[config.mk]
export PLATFORM = sky130hd
export DESIGN_NAME = pacer_and_pretrigger_counter
export DESIGN_NICKNAME = d
export VERILOG_FILES = /design/src/design/pacer_pkg.sv /design/src/design/pacer_and_pretrigger_counter.sv
export SDC_FILE = /design/constraint.sdc
export NUM_CORES = 1
export LEC_CHECK = 0
export ABC_AREA = 1
export BUFFER_PORTS_ARGS = -buffer_cell sky130_fd_sc_hd__clkbuf_2
export CORE_ASPECT_RATIO = 1.4
export CORE_UTILIZATION = 57
export DETAILED_ROUTE_END_ITERATION = 12
export PLACE_DENSITY = 0.81
export SLEW_MARGIN = 20
export SYNTH_ARGS = -nofsm -noshare
export SYNTH_HDL_FRONTEND = slang
export SYNTH_SLANG_ARGS = --single-unit
[constraint.sdc]
create_clock -name I_CLOCK -period 2.18 [get_ports I_CLOCK]
set_input_delay 0.327 -clock I_CLOCK [delete_from_list [all_inputs] [get_ports I_CLOCK]]
set_output_delay 0.327 -clock I_CLOCK [all_outputs]
set_load 0.02 [all_outputs]
[src/design/pacer_pkg.sv]
// constants, modes and carrier structs for the pacer and pre-trigger counter block
// assumes a single 10 MHz clock domain with a synchronous active-low reset
package pacer_pkg;
  localparam int unsigned CLK_HZ = 10000000;
  localparam int unsigned TIMEBASE_HZ = 2000000;
  localparam int unsigned TB_DIV = CLK_HZ / TIMEBASE_HZ;
  localparam logic [15:0] COUNT_RESET = 16'h0000;
  localparam logic [15:0] DIV_MIN = 16'h0002;
  localparam logic [2:0] TB_CNT_RESET = 3'h0;
  localparam logic [2:0] TB_LAST = 3'(TB_DIV - 1);

  typedef enum logic [2:0] {
    MODE_EVENT,
    MODE_ONESHOT,
    MODE_RATE,
    MODE_SQUARE,
    MODE_SW_STROBE,
    MODE_HW_STROBE
  } cnt_mode_e;

  typedef struct packed {
    logic load;
    cnt_mode_e mode;
    logic [15:0] value;
  } cnt_cfg_s;
endpackage : pacer_pkg

[src/design/pacer_and_pretrigger_counter.sv]
// pacer divider chain (counters 1, 2) and pre-trigger event counter (counter 0)
// assumes configuration inputs are synchronous to I_CLOCK; pre-trigger pin is asynchronous
`timescale 1ns/1ns
`default_nettype none
module pacer_and_pretrigger_counter (
  input wire logic I_CLOCK,
  input wire logic I_RESET_N,
  input wire pacer_pkg::cnt_cfg_s I_CFG0,
  input wire pacer_pkg::cnt_cfg_s I_CFG1,
  input wire pacer_pkg::cnt_cfg_s I_CFG2,
  input wire logic I_AD_TRIGGER,
  input wire logic I_PRE_TRIGGER,
  input wire logic I_POST_TRIGGER,
  input wire logic I_PRE_TRIGGER_MODE_ENABLE,
  input wire logic I_POST_TRIGGER_MODE_ENABLE,
  input wire logic I_TRIGGER_EVENT_CLEAR,
  output logic O_PACER_TRIGGER,
  output logic [15:0] O_COUNT0,
  output logic [15:0] O_COUNT1,
  output logic [15:0] O_COUNT2,
  output logic O_GATE0,
  output logic O_COUNT0_ZERO,
  output logic O_TRIGGER_EVENT_FLAG
);
  logic [2:0] tb_q, tb_d;
  logic [1:0] pre_sync_q, pre_sync_d, post_sync_q, post_sync_d;
  logic pre_last_q, pre_last_d, post_last_q, post_last_d;
  logic [15:0] div_q [3], div_d [3], cnt_q [3], cnt_d [3];
  pacer_pkg::cnt_mode_e mode_q [3], mode_d [3];
  logic out_q [3], out_d [3];
  logic gate_q, gate_d, flag_q, flag_d, pace_q, pace_d;
  logic tick [3];
  pacer_pkg::cnt_cfg_s cfg [3];
  logic tb_tick, pre_fall, post_rise, cnt0_hit;
  logic [15:0] div1_eff;

  assign cfg[0] = I_CFG0;
  assign cfg[1] = I_CFG1;
  assign cfg[2] = I_CFG2;

  // timebase: one tick in every five clocks makes the 2 MHz count rate
  always_comb
  begin
    tb_d = (tb_q == pacer_pkg::TB_LAST) ? pacer_pkg::TB_CNT_RESET : tb_q + 3'h1;
    tb_tick = (tb_q == pacer_pkg::TB_LAST);
  end

  always_ff @(posedge I_CLOCK)
  begin
    if (!I_RESET_N)
    begin
      tb_q <= pacer_pkg::TB_CNT_RESET;
    end
    else
    begin
      tb_q <= tb_d;
    end
  end

  // only the second flop of each synchroniser feeds the edge detectors
  always_comb
  begin
    pre_sync_d = {pre_sync_q[0], I_PRE_TRIGGER};
    post_sync_d = {post_sync_q[0], I_POST_TRIGGER};
    pre_last_d = pre_sync_q[1];
    post_last_d = post_sync_q[1];
    pre_fall = pre_last_q & ~pre_sync_q[1] & I_PRE_TRIGGER_MODE_ENABLE;
    post_rise = ~post_last_q & post_sync_q[1] & I_POST_TRIGGER_MODE_ENABLE;
  end

  // the pre-trigger pin idles high; starting its detector high avoids a false fall after reset
  always_ff @(posedge I_CLOCK)
  begin
    if (!I_RESET_N)
    begin
      pre_sync_q <= 2'h3;
      post_sync_q <= 2'h0;
      pre_last_q <= 1'b1;
      post_last_q <= 1'b0;
    end
    else
    begin
      pre_sync_q <= pre_sync_d;
      post_sync_q <= post_sync_d;
      pre_last_q <= pre_last_d;
      post_last_q <= post_last_d;
    end
  end

  // counter 1 counts the timebase, counter 2 counts counter 1 wraps, counter 0 counts A/D triggers
  assign tick[1] = tb_tick;
  // divisors below two run as two, so counter 2 must compare against the clamped value
  assign div1_eff = (div_q[1] < pacer_pkg::DIV_MIN) ? pacer_pkg::DIV_MIN : div_q[1];
  assign tick[2] = tb_tick & out_q[1] & (cnt_q[1] == div1_eff);
  assign tick[0] = I_AD_TRIGGER & gate_q;

  genvar g;
  generate
    for (g = 0; g < 3; g++)
    begin : g_cnt
      always_comb
      begin
        div_d[g] = div_q[g];
        mode_d[g] = mode_q[g];
        cnt_d[g] = cnt_q[g];
        out_d[g] = out_q[g];
        if (cfg[g].load)
        begin
          // a count of 0 holds at 0 outside the divider modes; below 2 is clamped to 2 for dividers
          div_d[g] = cfg[g].value;
          mode_d[g] = cfg[g].mode;
          cnt_d[g] = cfg[g].value;
          out_d[g] = (cfg[g].mode != pacer_pkg::MODE_EVENT);
        end
        else if (tick[g])
        begin
          case (mode_q[g])
            pacer_pkg::MODE_EVENT,
            pacer_pkg::MODE_ONESHOT:
            begin
              if (cnt_q[g] != pacer_pkg::COUNT_RESET)
                cnt_d[g] = cnt_q[g] - 16'h0001;
              out_d[g] = (cnt_q[g] == 16'h0001);
            end
            pacer_pkg::MODE_RATE,
            pacer_pkg::MODE_SQUARE:
            begin
              if (cnt_q[g] <= 16'h0001)
                cnt_d[g] = (div_q[g] < pacer_pkg::DIV_MIN) ? pacer_pkg::DIV_MIN : div_q[g];
              else
                cnt_d[g] = cnt_q[g] - 16'h0001;
              if (mode_q[g] == pacer_pkg::MODE_RATE)
                out_d[g] = (cnt_q[g] != 16'h0002);
              else
                out_d[g] = (cnt_q[g] > {1'b0, div_q[g][15:1]}) || (cnt_q[g] <= 16'h0001);
            end
            pacer_pkg::MODE_SW_STROBE,
            pacer_pkg::MODE_HW_STROBE:
            begin
              if (cnt_q[g] != pacer_pkg::COUNT_RESET)
                cnt_d[g] = cnt_q[g] - 16'h0001;
              out_d[g] = (cnt_q[g] != 16'h0001);
            end
            default:
            begin
              cnt_d[g] = cnt_q[g];
            end
          endcase
        end
      end

      always_ff @(posedge I_CLOCK)
      begin
        if (!I_RESET_N)
        begin
          div_q[g] <= pacer_pkg::COUNT_RESET;
          cnt_q[g] <= pacer_pkg::COUNT_RESET;
          mode_q[g] <= pacer_pkg::MODE_EVENT;
          out_q[g] <= 1'b0;
        end
        else
        begin
          div_q[g] <= div_d[g];
          cnt_q[g] <= cnt_d[g];
          mode_q[g] <= mode_d[g];
          out_q[g] <= out_d[g];
        end
      end
    end
  endgenerate

  // counter 0 gate: a fresh load or pre-trigger mode off always closes it
  always_comb
  begin
    cnt0_hit = tick[0] && (cnt_q[0] == 16'h0001);
    gate_d = gate_q;
    if (cfg[0].load || !I_PRE_TRIGGER_MODE_ENABLE)
      gate_d = 1'b0;
    else if (pre_fall)
      gate_d = 1'b1;
    else if (cnt0_hit || cnt_q[0] == pacer_pkg::COUNT_RESET)
      gate_d = 1'b0;
  end

  always_ff @(posedge I_CLOCK)
  begin
    if (!I_RESET_N)
    begin
      gate_q <= 1'b0;
    end
    else
    begin
      gate_q <= gate_d;
    end
  end

  always_comb
  begin
    // set wins over clear so an edge in the clearing cycle is kept
    flag_d = (pre_fall || post_rise) ? 1'b1 : (I_TRIGGER_EVENT_CLEAR ? 1'b0 : flag_q);
    pace_d = tick[2] && (mode_q[2] == pacer_pkg::MODE_EVENT ? 1'b0 : (cnt_q[2] <= 16'h0001));
  end

  always_ff @(posedge I_CLOCK)
  begin
    if (!I_RESET_N)
    begin
      flag_q <= 1'b0;
      pace_q <= 1'b0;
    end
    else
    begin
      flag_q <= flag_d;
      pace_q <= pace_d;
    end
  end

  assign O_PACER_TRIGGER = pace_q;
  assign O_COUNT0 = cnt_q[0];
  assign O_COUNT1 = cnt_q[1];
  assign O_COUNT2 = cnt_q[2];
  assign O_GATE0 = gate_q;
  assign O_COUNT0_ZERO = (cnt_q[0] == pacer_pkg::COUNT_RESET);
  assign O_TRIGGER_EVENT_FLAG = flag_q;
endmodule : pacer_and_pretrigger_counter
`default_nettype wire

# Yosys cells after proc, flatten, opt, wreduce, memory -nomap -nowiden
# Memories as Yosys holds them, arrays and structs flattened.
# Index checks and enable logic that the tools add are counted.
[classes]
add_sub_neg = 4
order_cmp = 9
eq_ne = 30
n_mux = 55
bitwise = 22
reduce_logical = 37
[ops]
columns = ["operator", "n"]
rows = [
  ["$mux 16", 24],
  ["$pmux 16 s2", 3],
  ["$eq 16x1->1 const B", 3],
  ["$gt 16x15->1", 3],
  ["$le 16x1->1 const B", 3],
  ["$lt 16x2->1 const B", 3],
  ["$ne 16x1->1 const B", 3],
  ["$ne 16x2->1 const B", 3],
  ["$reduce_bool 16->1", 3],
  ["$sub 16x1->16 const B", 3],
  ["$reduce_or 2->1", 11],
  ["$eq 3x3->1 const B", 7],
  ["$mux 1", 19],
  ["$eq 3x2->1 const B", 6],
  ["$mux 3", 6],
  ["$eq 16x16->1", 1],
  ["$logic_not 16->1", 1],
  ["$or 1x1->1", 12],
  ["$reduce_or 4->1", 3],
  ["$ne 5x5->1 const B", 2],
  ["$eq 3x1->1 const B", 3],
  ["$logic_not 3->1", 3],
  ["$pmux 1 s3", 3],
  ["$reduce_bool 3->1", 3],
  ["other kinds (9)", 26],
]
[totals]
ff_bits = 12
ram_bits = 108
inputBits = 68
output_inout_bits = 52
n_memories = 4
[memory_table]
columns = ["name", "depth", "word_bits", "read_ports", "rd_clocked_by_memory_dff", "write_ports", "line_no", "source"]
rows = [
  ["cnt_q", 3, 16, 3, 0, 3, "pacer_and_pretrigger_counter.sv:28", "logic [15:0] div_q [3], div_d [3], cnt_q [3], cnt_d [3];"],
  ["div_q", 3, 16, 3, 0, 3, "pacer_and_pretrigger_counter.sv:28", ""],
  ["mode_q", 3, 3, 3, 0, 3, "pacer_and_pretrigger_counter.sv:29", "pacer_pkg::cnt_mode_e mode_q [3], mode_d [3];"],
  ["out_q", 3, 1, 1, 0, 3, "pacer_and_pretrigger_counter.sv:30", "logic out_q [3], out_d [3];"],
]

# Longest topological paths before layout
# Gate-level depths: netlist of the first run.
[depth]
depth_word = 7
ltp_mapped = 14
depth_no_buf = 13

# Least setup slack after synthesis of the first run
# Ideal clock, no wire load.
[synth_timing]
kind = "register -> register"
startpoint = "memory cnt_q[2][0]"
endpoint = "memory cnt_q[2][3]"
arrival_time_ns = 1.768
required_time_ns = 2.065
slack_ns = 0.297
path_stages_with_launch = 12
period_less_slack_ns = 1.883
path_cell_list = "dfxtp_1 > inv_1 > ha_1 > nand2_2 > nor2_2 > inv_2 > nor2_1 > a22oi_1 > nand4_4 > buf_6 > a21oi_1 > nor2_1"
[synth_rtl]
columns = ["item", "line_no"]
rows = [
  ["from (decl)", "pacer_and_pretrigger_counter.sv:28"],
]

==> results of run 1 <==
-- cells in the final DEF, fill, tap and decap left out, types with 5 or more instances in the layout --
master | netlist | final
clkbuf_2 | 0 | 118
inv_1 | 105 | 103
clkbuf_16 | 0 | 17
buf_4 | 3 | 28
a21oi_1 | 103 | 103
xor2_1 | 19 | 19
nor2_2 | 12 | 11
nand2_1 | 255 | 255
o21ai_1 | 9 | 9
nand3_1 | 45 | 45
ha_1 | 24 | 23
inv_2 | 4 | 6
nand2_2 | 8 | 8
o22ai_1 | 5 | 5
clkinv_2 | 0 | 5
xnor2_1 | 5 | 5
nand3_2 | 18 | 18
a31oi_1 | 20 | 20
dfxtp_1 | 117 | 117
o21ai_0 | 63 | 63
nand4_1 | 9 | 9
nor2_4 | 7 | 8
o211ai_1 | 26 | 26
nor3_1 | 7 | 7
nor2_1 | 95 | 95
-- state kept, by name, indices dropped and copies added, names as in the netlist --
register	cells
O_GATE0	1
O_PACER_TRIGGER	1
O_TRIGGER_EVENT_FLAG	1
cnt_q	48
div_q	48
mode_q	8
out_q	1
post_last_q	1
post_sync_q	2
pre_last_q	1
pre_sync_q	2
tb_q	3
-- final timing paths --
kind	startpoint	end	slack (ns)	cells past startpoint
max	tb_q[0]	cnt_q[2][4]	0.08	12
min	I_PRE_TRIGGER	pre_sync_q[0]	0.08	2
min reg2reg	pre_sync_q[0]	pre_sync_q[1]	0.41	1
max reg2reg	tb_q[0]	cnt_q[2][4]	0.08	12
-- layer usage --
metal	track usage (%)	vias to the layer above	routed length, um
met5	0	-	25
met4	19.6	2	1100
met3	6.16	93	1020
met2	55.1	277	9870
met1	33.3	3358	7680
li1	-	3688	-
-- cell type report --
cell class                      count  area share, %
Sequential cell                   117           27.8
Timing Repair Buffer              149           10.2
Tap cell                          147           2.19
Clock buffer                       22           5.64
Inverter                          110           4.97
Multi-Input combinational cell    764           48.5
Clock inverter                      9          0.654
-- metrics by stage --
step           utilization [%]  cell area [um2]  setup WS, ns  total power (uW)
2_1_floorplan                -             7060         0.297              3540
3_3_place_gp              65.9             7870         0.227              3970
3_5_place_dp              65.9             7870         0.168              3990
4_1_cts                   70.3             8400        0.0290              6500
5_1_grt                   70.5             8410      -0.00964              6810
6_report                  70.5             8410        0.0801              6520
-- cells by family after synthesis --
logic type	Yosys count	share of synthesized area, %
simple gates	476	31.0
compound gates	240	19.3
buf+inv	153	9.27
flops	117	33.2
xor+xnor	24	2.98
fa+ha+maj	24	4.25
-- repair_timing --
action | 4_1_cts | 5_1_grt
setup buffers | 0 | 0
endpoints found under the setup margin | 0 | 4
hold buffers | 0 | 0
gates resized for setup | 0 | 3
-- power groups by stage --
stage / combinational (uW) / clock (uW) / sequential, uW
floorplan: 968 / 0 / 2570
CTS: 1510 / 2540 / 2460
detailed placement: 1500 / 0 / 2500
finish: 1530 / 2530 / 2460
global route: 1690 / 2630 / 2480
global placement: 1470 / 0 / 2500
-- worst reg2reg max path, cell delays in order, from the launching register on --
cell and delay [ns]:
dfxtp_1 0.32, inv_1 0.06, ha_1 0.14, nand2_1 0.08
nor2_1 0.11, nand3_1 0.08, nor2_1 0.19, nand4_1 0.11
nor2_1 0.25, nand4_4 0.15, buf_12 0.19, a21oi_1 0.22
nor2_1 0.09
==> results.yml, run 1 <==
synth:
  netlist_top_cells_count: "nand2_1, dfxtp_1, inv_1"
  synth_top_cell_area_share_pct: 33.2
  syn_area_um2: 7060
  synth_edf_count: 0
  ys.flop_type: "dfxtp_1"
  synth_top_area_cell: "dfxtp_1"
  synthArstFlopShare_pct: 0
  yosys.cell_types.count: 46
  syn_inst: 1034
  synth.area.top_cells: "dfxtp_1, nand2_1, a21oi_1"
  yosysWarnings: 0
  syn_nets: 1126
  synth-seq-cells: 117
  synth_most_common_cell: "nand2_1"
  synth_seq_area_share_pct: 33.2
  syn_avg_cell_area_um2: 6.83
power:
  power_density_nw_per_um2: 774
  pwr-share-comb_pct: 23.4
  p_int_uw: 4390
  switching_share_pct: 32.7
  seq_power_share_pct: 37.8
  leakage_uw: 0.00405
  switching_power_uw: 2130
  p_clk_share_pct: 38.8
  vdd_ir_drop_max_v: 0.000630
placement:
  place.gp.congestion: 0.975
  port_buffers: 118
  dp_hpwl_um: 14400
  dpl.cell_count: 1287
timing:
  fmax_mhz: 476
  hold_violations: 0
  max_slew_margin_pct: 68.0
  drv_slew: 0
  clock_skew_ns: 0.00814
  setup_viol: 0
  setup_tns_ns: 0
  tightest_slew_ns: 0.481
  hold_slack_ns: 0.0830
  min_period_ns: 2.10
  fin_crit_sh_pct: 96.3
finish:
  regArea_um2: 2340
  multi_input_area_um2: 4080
  fin_cells: 1318
  drive_above_1_share_pct: 20.8
  syn2layout_area_growth_pct: 19.2
  nNetsFinal: 1251
  n_antenna_cell: 0
  fillerInstances: 1090
global_routing:
  grt_pass1_vias: 6902
  grt_max_degree: 40
  overflow: 0
  grt_antenna_before_repair: 0
  grt_pass1_wl_um: 31100
  track_usage_pct: 31.3
outcome:
  status: "completed"
detailed_routing:
  num_vias: 7418
  wl_um: 19700
  wl_per_cell_um: 14.9
  first_iter_violations: 345
  final_antenna_net_count: 0
  drc: 0
  viasPerCell: 5.63
  first_pass_iters: 6
floorplan:
  io_pins: 120
  die_height_um: 134
  coreArea_um2: 11900
  die-area_um2: 12800
  initial_core_util_pct: 59.1
  die_w_um: 96.1
  row_count: 47
setup_path:
  crit_path_max_fanout: 32
  crit_family: "simple AND/OR/NAND/NOR gates"
  critPathKind: "reg2reg"
  crit_path_start_kind: "register"
  worstPathCellList: "inv_1, ha_1, nand2_1, nor2_1, nand3_1, nor2_1, nand4_1, nor2_1, nand4_4, buf_12, a21oi_1, nor2_1"
  path_buf_inv: 2
  worst_path_largest_cell_delay_ns: 0.32
  crit_top_cell: "nor2_1"
  worst_setup_path_end_kind: "register"
  critical_path.slowest_cell: "dfxtp_1"
  arrival_ns: 2.41
  cp_data_required_time_ns: 2.49
clocking:
  numCtsBuffers: 17
  clock_sinks: 117
  clk_path_buf_depth: 2
  ctsHtreeMaxLevel: 4
  clk_pin_slew_ns: 0.06
  clkLatencyLatePin_ns: 0.42
  cts_tree: "done"
  root_buffer: "clkbuf_16"
run:
  max_cap_viol_count: 0
min_path:
  hold_class: "in2reg"
No activity file was read; power rests on OpenSTA's default activity.
==> inputs of run 2 (changes only) <==
--- a/config.mk
+++ b/config.mk
@@ -7,8 +7,10 @@
 export LEC_CHECK = 0
 export ABC_AREA = 1
 export BUFFER_PORTS_ARGS = -buffer_cell sky130_fd_sc_hd__clkbuf_2
+export CAP_MARGIN = 0
 export CORE_ASPECT_RATIO = 1.4
 export CORE_UTILIZATION = 57
+export CTS_BUF_LIST = sky130_fd_sc_hd__clkbuf_16
 export DETAILED_ROUTE_END_ITERATION = 12
 export PLACE_DENSITY = 0.81
 export SLEW_MARGIN = 20
==> results.yml, run 2 (synthesis gave the netlist of run 1 again) <==
outcome:
  status: "completed"
finish:
  nNetsFinal: 1251
  fillerInstances: 1102
  layout_common_cells: "nand2_1, clkbuf_2, dfxtp_1"
  syn2layout_area_growth_pct: 18.7
  n_antenna_cell: 0
  mostFrequentLayoutCell: "nand2_1"
  top_regs: "cnt_q (48), div_q (48), mode_q (8)"
  final_area_um2: 8380
  drive_above_1_share_pct: 20.7
clocking:
  ctsHtreeMaxLevel: 4
  cts_tree: "done"
  cts_resized: 0
  clk_path_buf_depth: 2
  clock_sinks: 117
  clkLatencyLatePin_ns: 0.42
  root_buffer: "clkbuf_16"
  numCtsBuffers: 17
  cts.hold.buffers_added: 0
  postCtsSetupRepairBufs: 0
  clk_pin_slew_ns: 0.06
timing:
  setup_tns_ns: 0
  setup_viol: 0
  hold_slack_ns: 0.0830
  max_slew_margin_pct: 68.0
  min_period_ns: 2.10
  fin_crit_sh_pct: 96.3
  clock_skew_ns: 0.0119
  fmax_mhz: 476
  tightest_slew_ns: 0.480
  drv_slew: 0
  hold_violations: 0
setup_path:
  arrival_ns: 1.77
  cp_data_required_time_ns: 1.85
  crit_path_start_kind: "register"
  reg2reg_slack_ns: 0.11
  reg2regPathDepth: 10
  r2r-start: "cnt_q[1][7]"
  worst_setup_path_end_kind: "output pin"
  rr_endpoint: "cnt_q[1][7]"
  critPathKind: "reg2out"
  crit_path_max_fanout: 5
global_routing:
  grt_antenna_before_repair: 0
  grt_pass1_wl_um: 31300
  overflow: 0
  grt_max_degree: 40
  grt_pass1_vias: 6910
  track_usage_pct: 31.5
detailed_routing:
  wl_um: 19800
  first_pass_iters: 6
  num_vias: 7384
  first_iter_violations: 421
  final_antenna_net_count: 0
  viasPerCell: 5.60
  drc: 0
  wl_per_cell_um: 15.0
power:
  power_uw: 6390
  vdd_ir_drop_max_v: 0.000586
  leakage_uw: 0.00404
  power_density_nw_per_um2: 763
floorplan:
  initial_core_util_pct: 59.1
  die_w_um: 96.1
  coreArea_um2: 11900
  io_pins: 120
  row_count: 47
  die-area_um2: 12800
  die_height_um: 134
min_path:
  holdPathStages: 2
  holdCritStartpoint: "I_PRE_TRIGGER"
  min_to: "pre_sync_q[0]"
  hold_class: "in2reg"
placement:
  dp_hpwl_um: 14400
  port_buffers: 118
  place_area_um2: 7870
  place.gp.congestion: 0.975
run:
  max_cap_viol_count: 0
-- run 2: power breakdown --
part           total (uW)  switching [uW]  internal (uW)
registers            2460             167           2290
clock network        2400            1000           1400
logic                1530             954            572
total                6390            2120           4270
-- run 2: through the flow --
| step | setup WS (ns) | instances | utilization (%) |
|---|---|---|---|
| floorplan | 0.297 | 1034 | - |
| global placement | 0.227 | 1287 | 65.9 |
| detailed placement | 0.168 | 1287 | 65.9 |
| CTS | 0.0475 | 1318 | 70.1 |
| global route | -0.00923 | 1318 | 70.2 |
| finish | 0.0814 | 1318 | 70.2 |
-- run 2: area by class of cell --
type	instances	area [um2]	share of cell area [%]
clock buffer	17	425	5.08
multi-input combinational	764	4070	48.6
tap	147	184	2.20
clock inverter	14	73.8	0.881
timing repair buffer	149	861	10.3
inverter	110	418	4.99
sequential	117	2340	28.0
-- run 2: per-layer routing --
layer	vias up	global-route usage (%)	part of all wire [%]
met5	-	0	0
met4	0	18.3	4.8
met2	275	55.6	51
met3	77	6.11	5.3
met1	3348	33.9	39
li1	3684	-	-
-- run 2: critical path, cell delays in order, from the launching register on --
cell	delay, ns
dfxtp_1	0.34
inv_1	0.12
ha_2	0.23
nand2_2	0.10
nor2_4	0.16
nand3_1	0.13
inv_1	0.10
clkbuf_2	0.17
-- run 2: how the worst max path moves through the flow --
| stage | slack, ns | from | cells past startpoint | end |
|---|---|---|---|---|
| 3_3_place_gp | 0.23 | cnt_q[2][0] | 13 | cnt_q[2][7] |
| 2_1_floorplan | 0.30 | cnt_q[2][0] | 11 | cnt_q[2][3] |
| 3_5_place_dp | 0.17 | tb_q[0] | 12 | cnt_q[2][1] |
| 4_1_cts | 0.05 | cnt_q[0][0] | 7 | O_COUNT0_ZERO |
| 6_report | 0.08 | cnt_q[0][0] | 7 | O_COUNT0_ZERO |
| 5_1_grt | -0.009 | cnt_q[1][7] | 10 | cnt_q[1][4] |
